===== config.mk =====
export PLATFORM = sky130hd
export DESIGN_NAME = kbe_regs
export DESIGN_NICKNAME = d
export VERILOG_FILES = /design/src/inc/kbe_pkg.sv /design/src/rtl/kbe_sync.sv /design/src/rtl/kbe_regs.sv
export VERILOG_INCLUDE_DIRS = /design/src /design/src/inc
export SDC_FILE = /design/constraint.sdc
export NUM_CORES = 1
export LEC_CHECK = 0
export ABC_AREA = 1
export BUFFER_PORTS_ARGS = -buffer_cell sky130_fd_sc_hd__buf_2
export CORE_ASPECT_RATIO = 0.75
export CORE_MARGIN = 2
export CORE_UTILIZATION = 50
export DETAILED_ROUTE_END_ITERATION = 16
export PLACE_DENSITY = 0.73
export RECOVER_POWER = 25
export SLEW_MARGIN = 5
export SYNTH_ARGS = -nofsm -noshare
export SYNTH_HDL_FRONTEND = slang
export SYNTH_SLANG_ARGS = --single-unit
export TNS_END_PERCENT = 5

===== constraint.sdc =====
create_clock -name mclk -period 1 [get_ports mclk]
set_input_delay 0.2 -clock mclk [delete_from_list [all_inputs] [get_ports mclk]]
set_output_delay 0.2 -clock mclk [all_outputs]
set_load 0.01 [all_outputs]

===== src/inc/kbe_map.svh =====
`ifndef KBE_MAP_SVH
`define KBE_MAP_SVH

// memory-mapped offsets inside the operational register space
`define KBE_OFS_INPUT      12'h104
`define KBE_OFS_OUTPUT     12'h108
`define KBE_OFS_STATUS     12'h10C

// legacy keyboard controller I/O ports
`define KBE_PORT_DATA      16'h0060
`define KBE_PORT_CMD       16'h0064

// command byte that opens a gate A20 sequence
`define KBE_CMD_GATE_A20   8'hD1

// status bit positions
`define KBE_ST_OUT_FULL    0
`define KBE_ST_IN_FULL     1
`define KBE_ST_FLAG        2
`define KBE_ST_CMD_DATA    3
`define KBE_ST_INHIBIT     4
`define KBE_ST_AUX_FULL    5
`define KBE_ST_TIMEOUT     6
`define KBE_ST_PARITY      7

// data bit inside a gate A20 data write that carries the new gate level
`define KBE_A20_DATA_BIT   1

// reset values
`define KBE_RST_INPUT      32'h0000_0000
`define KBE_RST_OUTPUT     32'h0000_0000
`define KBE_RST_STATUS     32'h0000_0000

`endif


===== src/inc/kbe_pkg.sv =====
package kbe_pkg;

    // one I/O port cycle from the legacy side, held for one clock
    typedef struct packed {
        logic        rd;
        logic        wr;
        logic [15:0] port;
        logic [7:0]  data;
    } kbe_io_req_type;

    // one memory cycle from the emulation software side, held for one clock
    typedef struct packed {
        logic        sel;
        logic        wr;
        logic [11:0] addr;
        logic [31:0] wdata;
    } kbe_mem_req_type;

    // control bits kept in the emulation control register outside this block
    typedef struct packed {
        logic emulationEnableBit;
        logic irqGenerateEnable;
        logic charPending;
    } kbe_ctrl_type;

    typedef struct packed {
        logic keyboardIrqLine;
        logic mouseIrqLine;
        logic emulationIrq;
    } kbe_irq_type;

    typedef struct packed {
        logic parity;
        logic timeout;
        logic auxOutFull;
        logic keyboardInhibitState;
        logic cmdData;
        logic flag;
        logic inFull;
        logic outFull;
    } kbe_status_type;

    typedef struct packed {
        logic [31:0]    inputWord;
        logic [31:0]    outputWord;
        logic [23:0]    statusUpper;
        kbe_status_type status;
        logic           gateA20Sequence;
        logic           gateA20State;
        logic           inhibitSeen;
        logic           ioAck;
        logic [7:0]     ioRdata;
        logic           ioHit;
        logic           memAck;
        logic [31:0]    memRdata;
        logic           memErr;
        kbe_irq_type    irq;
    } kbe_state_type;

    typedef struct packed {
        logic stage1;
        logic stage2;
    } kbe_sync_state_type;

endpackage


===== src/rtl/kbe_sync.sv =====
`timescale 1ns/1ps

module kbe_sync (
    input  wire logic mclk,
    input  wire logic resetn,
    input  wire logic asyncIn,
    output logic      syncOut
);

    kbe_pkg::kbe_sync_state_type state;
    kbe_pkg::kbe_sync_state_type next_state;

    // first stage is read only by the second stage
    always_comb begin
        next_state        = state;
        next_state.stage1 = asyncIn;
        next_state.stage2 = state.stage1;
    end

    always_ff @(posedge mclk or negedge resetn) begin
        if (!resetn) begin
            state <= '0;
        end else begin
            state <= next_state;
        end
    end

    assign syncOut = state.stage2;

endmodule


===== src/rtl/kbe_regs.sv =====
`timescale 1ns/1ps
`include "kbe_map.svh"

// Function
// - capture port 60h/64h writes when enabled
// - memory access of input byte, no effects
// - port 60h read returns output byte
// - port 60h read clears output-full
// - port 64h read returns status
// - memory access of status, no effects
// - command/data flag: 60h clears, 64h sets
// - writes set input-full except A20 sequence
// - input-full plus enable raises emulation interrupt
// - output empty plus pending raises interrupt
// - mouse IRQ on aux, full, enable
// - aux flag selects which IRQ line
// - bytes sit in bits 7 to 0
// - parity, timeout and boot flag status bits
// - inhibit bit high means keyboard active
// - D1h to 64h sets A20 sequence
// - keyboard IRQ when aux clear, mouse otherwise
// - port decode and IRQs only when enabled, except the output-empty plus pending emulation interrupt
module kbe_regs (
    input  wire logic                    mclk,
    input  wire logic                    resetn,
    input  wire kbe_pkg::kbe_io_req_type  ioReq,
    output logic                         ioHit,
    output logic                         ioAck,
    output logic [7:0]                   ioRdata,
    input  wire kbe_pkg::kbe_mem_req_type memReq,
    output logic                         memAck,
    output logic                         memErr,
    output logic [31:0]                  memRdata,
    input  wire kbe_pkg::kbe_ctrl_type    ctrl,
    input  wire logic                    keyboardInhibitPin,
    output logic                         gateA20Sequence,
    output logic                         gateA20State,
    output kbe_pkg::kbe_irq_type          irq
);

    kbe_pkg::kbe_state_type state;
    kbe_pkg::kbe_state_type next_state;

    logic inhibitSync;

    logic ioWrData;
    logic ioWrCmd;
    logic ioRdData;
    logic ioRdCmd;
    logic ioClaim;
    logic a20Cmd;
    logic a20DataWrite;
    logic memWrIn;
    logic memWrOut;
    logic memWrStatus;
    logic memMapped;

    kbe_sync u_inhibit_sync (
        .mclk    (mclk),
        .resetn  (resetn),
        .asyncIn (keyboardInhibitPin),
        .syncOut (inhibitSync)
    );

    function automatic logic portMatch(
        input kbe_pkg::kbe_io_req_type req,
        input logic [15:0]             port,
        input logic                    enable
    );
        portMatch = enable && (req.port == port);
    endfunction

    function automatic logic [31:0] statusWord(
        input logic [23:0]             upper,
        input kbe_pkg::kbe_status_type st
    );
        statusWord = {upper, st};
    endfunction

    // pick the legacy IRQ line from aux and output-full
    function automatic kbe_pkg::kbe_irq_type irqFrom(
        input kbe_pkg::kbe_status_type st,
        input kbe_pkg::kbe_ctrl_type   c
    );
        logic legacyOn;
        legacyOn                = c.emulationEnableBit && c.irqGenerateEnable && st.outFull;
        irqFrom.keyboardIrqLine = legacyOn && !st.auxOutFull;
        irqFrom.mouseIrqLine    = legacyOn && st.auxOutFull;
        irqFrom.emulationIrq    = (st.inFull && c.emulationEnableBit)
                                  || (!st.outFull && c.charPending);
    endfunction

    // port decode
    always_comb begin
        ioWrData = ioReq.wr && portMatch(ioReq, `KBE_PORT_DATA, ctrl.emulationEnableBit);
        ioWrCmd  = ioReq.wr && portMatch(ioReq, `KBE_PORT_CMD, ctrl.emulationEnableBit);
        ioRdData = ioReq.rd && portMatch(ioReq, `KBE_PORT_DATA, ctrl.emulationEnableBit);
        ioRdCmd  = ioReq.rd && portMatch(ioReq, `KBE_PORT_CMD, ctrl.emulationEnableBit);
        ioClaim  = ioWrData || ioWrCmd || ioRdData || ioRdCmd;
    end

    // gate A20 sequence detection
    always_comb begin
        a20Cmd       = ioWrCmd && (ioReq.data == `KBE_CMD_GATE_A20);
        a20DataWrite = ioWrData && state.gateA20Sequence;
    end

    // memory decode
    always_comb begin
        memWrIn     = 1'b0;
        memWrOut    = 1'b0;
        memWrStatus = 1'b0;
        memMapped   = 1'b1;
        if (memReq.addr == `KBE_OFS_INPUT) begin
            memWrIn = memReq.sel && memReq.wr;
        end else if (memReq.addr == `KBE_OFS_OUTPUT) begin
            memWrOut = memReq.sel && memReq.wr;
        end else if (memReq.addr == `KBE_OFS_STATUS) begin
            memWrStatus = memReq.sel && memReq.wr;
        end else begin
            memMapped = 1'b0;
        end
    end

    always_comb begin
        next_state = state;

        // software stores come first, so a same-cycle port event wins over them
        // plain store, no flag change
        if (memWrIn) begin
            next_state.inputWord = memReq.wdata;
        end
        if (memWrOut) begin
            next_state.outputWord = memReq.wdata;
        end
        // plain store of the status word
        if (memWrStatus) begin
            next_state.statusUpper = memReq.wdata[31:8];
            next_state.status      = kbe_pkg::kbe_status_type'(memReq.wdata[7:0]);
        end

        // switch follows the pin on each change only, so software may still overwrite it
        next_state.inhibitSeen = inhibitSync;
        if (inhibitSync != state.inhibitSeen) begin
            next_state.status.keyboardInhibitState = inhibitSync;
        end

        // byte in bits 7 to 0
        if (ioWrData || ioWrCmd) begin
            next_state.inputWord = {24'h00_0000, ioReq.data};
        end

        if (ioWrData) begin
            next_state.status.cmdData = 1'b0;
        end else if (ioWrCmd) begin
            next_state.status.cmdData = 1'b1;
        end

        // sequence bit from the command byte
        if (ioWrCmd) begin
            next_state.gateA20Sequence = a20Cmd;
        end
        if (a20DataWrite) begin
            next_state.gateA20State = ioReq.data[`KBE_A20_DATA_BIT];
        end

        if ((ioWrData && !a20DataWrite) || (ioWrCmd && !a20Cmd)) begin
            next_state.status.inFull = 1'b1;
        end

        if (ioRdData) begin
            next_state.status.outFull = 1'b0;
        end

        // I/O read answer, one cycle after the request
        next_state.ioAck   = ioRdData || ioRdCmd;
        next_state.ioHit   = ioClaim;
        next_state.ioRdata = state.ioRdata;
        if (ioRdData) begin
            next_state.ioRdata = state.outputWord[7:0];
        end else if (ioRdCmd) begin
            next_state.ioRdata = state.status;
        end

        // memory read answer, one cycle after the request, without side effects
        next_state.memAck   = memReq.sel;
        next_state.memErr   = memReq.sel && !memMapped;
        next_state.memRdata = state.memRdata;
        if (memReq.sel && !memReq.wr) begin
            if (memReq.addr == `KBE_OFS_INPUT) begin
                next_state.memRdata = state.inputWord;
            end else if (memReq.addr == `KBE_OFS_OUTPUT) begin
                next_state.memRdata = state.outputWord;
            end else if (memReq.addr == `KBE_OFS_STATUS) begin
                next_state.memRdata = statusWord(state.statusUpper, state.status);
            end else begin
                next_state.memRdata = 32'h0000_0000;
            end
        end

        // irq follows the updated flags so lines settle in the same edge
        next_state.irq = irqFrom(next_state.status, ctrl);
    end

    always_ff @(posedge mclk or negedge resetn) begin
        if (!resetn) begin
            state            <= '0;
            state.inputWord  <= `KBE_RST_INPUT;
            state.outputWord <= `KBE_RST_OUTPUT;
            state.status     <= kbe_pkg::kbe_status_type'(8'h00);
        end else begin
            state <= next_state;
        end
    end

    assign ioHit           = state.ioHit;
    assign ioAck           = state.ioAck;
    assign ioRdata         = state.ioRdata;
    assign memAck          = state.memAck;
    assign memErr          = state.memErr;
    assign memRdata        = state.memRdata;
    assign gateA20Sequence = state.gateA20Sequence;
    assign gateA20State    = state.gateA20State;
    assign irq             = state.irq;

endmodule


Word-level counts from Yosys, hierarchy flattened
Index checks and enable logic that the tools add are counted.
{"block": "word_totals", "reg_bits": 148, "word_cells": 89, "input_bits": 78, "out_inout_bits": 49}
{"block": "op_classes", "reduce_logical": 35, "eq_ne": 7, "mux": 22}
{"op": "$mux W32", "count": 5}
{"op": "$eq A12 B9 Y1 const B", "count": 3}
{"op": "$eq A16 B7 Y1 const B", "count": 2}
{"op": "$logic_and A1 B1 Y1", "count": 19}
{"op": "$mux W8", "count": 2}
{"op": "$mux W1", "count": 14}
{"op": "$eq A8 B8 Y1 const B", "count": 1}
{"op": "$logic_not A1 Y1", "count": 6}
{"op": "$logic_or A1 B1 Y1", "count": 6}
{"op": "$mux W6", "count": 1}
{"op": "$reduce_bool A2 Y1", "count": 3}
{"op": "$reduce_bool A3 Y1", "count": 1}
{"op": "$ne A1 B1 Y1", "count": 1}

Logic depth before layout (Yosys ltp)
{"block": "logic_depth", "depth_word": 10, "depth_mapped": 12}

Modules after synthesis
From an unflattened synthesis, not the netlist that was laid out.
{"block": "unflattened", "cells_unflattened": 904, "area_unflattened_um2": 7050.5}
{"module": "kbe_regs", "seq_area_each_um2": 3653.5, "area_per_inst_um2": 7000.5, "cells_each": 902, "n_inst": 1}
{"module": "kbe_sync", "seq_area_each_um2": 50.0, "area_per_inst_um2": 50.0, "cells_each": 2, "n_inst": 1}

Least setup slack after synthesis
Ideal clock, no wire load.
{"block": "synth_path", "kind": "input to register", "from": "input port memReq[41] (netlist bit)", "to": "register state[86] (netlist bit)", "cell_stages": 11, "setup_slack_ns": -0.429, "n_path_buf": 3, "arrival_ns": 1.309, "required_time_ns": 0.879, "setup_ns": 0.121, "path_cell_list": "inv_1 -> nand2_1 -> nor2_2 -> nor2b_1 -> buf_4 -> and2_1 -> buf_4 -> nand2_4 -> buf_2 -> nand2_1 -> o21ai_1"}
{"block": "synth_via", "elab_chain_cells": 3}
{"item": "start, declared", "line": "kbe_regs.sv:30", "text": "input wire kbe_pkg::kbe_mem_req_type memReq,"}
{"item": "$eq A12 B9 Y1 (no line)"}
{"item": "$mux W1", "line": "kbe_regs.sv:116", "text": "end else if (memReq.addr == `KBE_OFS_OUTPUT) begin"}
{"item": "$mux W1 *", "line": "kbe_regs.sv:114", "text": "if (memReq.addr == `KBE_OFS_INPUT) begin"}
{"item": "end signal, assigned", "line": "kbe_regs.sv:212", "text": "state <= next_state;"}
{"item": "end, declared", "line": "kbe_regs.sv:41", "text": "kbe_pkg::kbe_state_type state;"}
Every way passes the cells marked *; elsewhere a longest branch is shown, timed or not.
A chain may end at the register's enable or synchronous reset.

Worst setup path after layout
{"block": "layout_path", "from": "input port memReq[43] (netlist bit)", "to": "register state (netlist bit memRdata[24])"}
{"block": "layout_via", "elab_chain_cells": 4}
{"item": "$eq A12 B9 Y1 (no line)"}
{"item": "$mux W32", "line": "kbe_regs.sv:194", "text": "end else if (memReq.addr == `KBE_OFS_STATUS) begin"}
{"item": "$mux W32", "line": "kbe_regs.sv:192", "text": "end else if (memReq.addr == `KBE_OFS_OUTPUT) begin"}
{"item": "$mux W32 *", "line": "kbe_regs.sv:190", "text": "if (memReq.addr == `KBE_OFS_INPUT) begin"}
Marks and branches as above.

==> results.md <==
* Status: complete, but fails checks
* Failing checks: negative setup slack
* Reg2reg start: gateA20Sequence
* Distinct cells, synth at 25
* Die ar. at 0.0153 mm^2
* Post-synth top area share at 51.7%
* Mux cell area share after synthesis at 0%
* WL/cell at roughly 16 um
* Final period util at 120%
* Final ANT Viol Nets at 0
* Synth Area in XOR/XNOR at 0.122%
* Max Cap Violations at 0
* Placed Instance Area at 0.00826 mm^2
* Fillers at ~1.1k
* Post-DP HPWL at about 13000 um
* CP Capture Type: flip-flop
* I/O pin total at 127
* Hold Path Stages at 3
* First-pass GRT wire length at 31700 um
* Std cell rows at 37
* Non-Filler Instances at 1238
* Worst hold endpoint: state[134]
* Number of buffers created by CTS at 17
* Die X at 142 um
* Total congestion overflow at 0
* Post-synthesis simple-gate area fraction at 25.6%
* Fin crit period at 1200 ps
* RSZ-0062 raised after global routing: yes
* Initial Utilization at 51.7%
* Req. time, crit path at 1360 ps
* Top cells by area, synth: dfrtp_1 (52%), nand2_1 (13%), nand3_1 (7.2%), o21ai_0 (6.7%), buf_4 (5.2%)
* Core ar. at 0.0138 mm^2
* Cell taking the most area after synthesis: dfrtp_1
* Antenna violations before repair at 0
* Crit start category: input port
* Die H at about 110 um
* Max-slew violation count at 0
* Synth Area in Adders at 0%
* Cells after Synth at 907
* FF/Latch Area at about 0.0037 mm^2
* #FFs+latches synth at between 100 and 150
* Lkg Pwr at 0.00546 uW
* Root buffer cell: clkbuf_16
* Max Buffers Root-to-Sink at 2
* Final Cell Area at 0.00950 mm^2
* H-tree levels at 4
* DRT Pass-1 Iters at 5
* Max-slew headroom at 51.4%
* CTS Sinks at between 100 and 150
* Clock Pin Slew Worst Setup and Hold Paths at 60 ps
* Pre-CTS WS at -583 ps
* First DRT Iteration DRCs at between 500 and 600
* PwrDens at 1380 mW/mm^2
* Fin. Hold Viols at 0
* PortBufs at 126
* RePlAce Congestion at between 0.8 and 0.9
* Tot GR Track Use at 26.7%
* Inst Count DP at approximately 1.2k
* Via density per instance at 5.33
* Worst Tran Pin Value at ~730 ps
* CP Max Fanout at 7
* Share of layout cells above drive strength 1 at 32.0%
* Complex-gate fraction of the synthesized area at 9.23%
* Seq/Total Area, Yosys at 51.7%
* DRC at 0
* Final nets at 1130
* Most frequent cells in the layout: nand2_1 (203), dfrtp_1 (148), buf_2 (117)
* Diode count at 0
* Worst VDD drop at about 1200 uV
* Commonest non-fill, non-tap cell in the layout: nand2_1
* Vias in the first global route at 6457
* Yosys warning total at 0
* Routed via count at 6595
* Syn_nets at 985
* Syn avg cell area at 7.89 um^2
* CTS tree: built
* Post-synthesis cell area at 0.00716 mm^2
* Critical path type: in2reg
* Final hold slack at 25.3 ps
* Synth-to-Final Area Change at 32.8%
* Final worst setup slack at -205 ps
* Final setup vio count at about 190
* RR Endpoint: irq[0]
* DRT Wirelength at 20300 um
* Largest net degree at the start of global routing at 49
* Clock latency on the worst-skew pair at about 420 ps
* Worst R2R Path Depth at 5
* HP Start: memReq[20]
* Flop2flop setup slack at 50 ps
* Combinational family with the most area after synthesis: simple AND/OR/NAND/NOR gates
* Multi-input logic area at 0.00291 mm^2
* Max Freq at 830 MHz
* Worst Skew at 5.52 ps
* Crit path DAT at 1570 ps
* HP Class: in2reg
-- repair_timing --
item / in CTS / in global routing
endpoints found under the hold margin: 150 / 0
endpoints found under the setup margin: 182 / 180
resized for setup: 39 / 110
pin swaps: 11 / 27
hold buffers: 3 / 0
setup buffers: 6 / 7
cloned: 3 / 4
-- cell families after synthesis --
logic type,after synthesis
AO/OA/AOI/OAI,131
XOR/XNOR,1
buffers and inverters,188
flip-flops,148
AND/OR/NAND/NOR,439
-- metrics by stage --
step                util [%]  total power, uW  TNS [ps]
floorplan                  -             6370    -42290
global placement        59.7             6890    -69450
detailed placement      59.7             6900    -74280
CTS                     65.4            13100    -12770
global route            68.7            13500    -34630
finish                  68.7            13100    -18640
-- state kept, by name, summed over array words and instances (netlist names) --
signal / flops
state: 97
ioAck: 1
gateA20Sequence: 1
memAck: 1
memErr: 1
ioHit: 1
u_inhibit_sync.next_state: 1
ioRdata: 8
gateA20State: 1
memRdata: 32
irq: 3
u_inhibit_sync.syncOut: 1
-- cell type report --
class	count	share of cell area, %
tap	175	2.30
sequential	148	39.0
inverter	97	4.07
multi-input combinational	571	30.6
clock inverter	10	1.15
timing repair buffer	217	18.2
clock buffer	20	4.70
-- how the worst max path moves through the flow --
stage / startpoint / cells after the start / to
floorplan: memReq[43] / 11 / state[86]
global route: memReq[37] / 11 / memRdata[22]
detailed placement: memReq[43] / 11 / memRdata[7]
global placement: memReq[43] / 11 / memRdata[7]
CTS: memRdata[29] / 1 / memRdata[29]
finish: memReq[43] / 12 / memRdata[24]
-- power by group --
part	switching [uW]	total (uW)	internal (uW)
registers	19.1	6040	6020
logic	488	817	329
clock network	2520	6210	3690
-- cells in the mapped netlist, drive strengths merged --
master / count
nand2: 246
dfrtp: 148
o21ai: 127
nand3: 104
inv: 96
nor2: 77
buf: 69
clkbuf: 22
nand4: 9
a21oi: 2
a211oi: 1
and2: 1
clkinv: 1
nor2b: 1
nor3: 1
o211ai: 1
xnor2: 1
-- layer usage --
metal | global-route usage [%] | vias to the layer above | share of wire [%]
met5 | 0 | - | 0
met4 | 7.57 | 0 | 1.2
met3 | 5.34 | 28 | 8.6
met2 | 41.9 | 327 | 46
met1 | 38.0 | 3129 | 44
li1 | - | 3111 | -
-- critical path, cell delays in order --
cell and delay (ps):
buf_8 110, inv_12 40, nand2_4 40, nor2_4 110, nor2b_4 260, and2_4 290
buf_6 130, buf_12 140, nand2_2 70, nand3_2 70, nand2_1 50, nand2_1 50
Power figures use the tool's default switching activity.
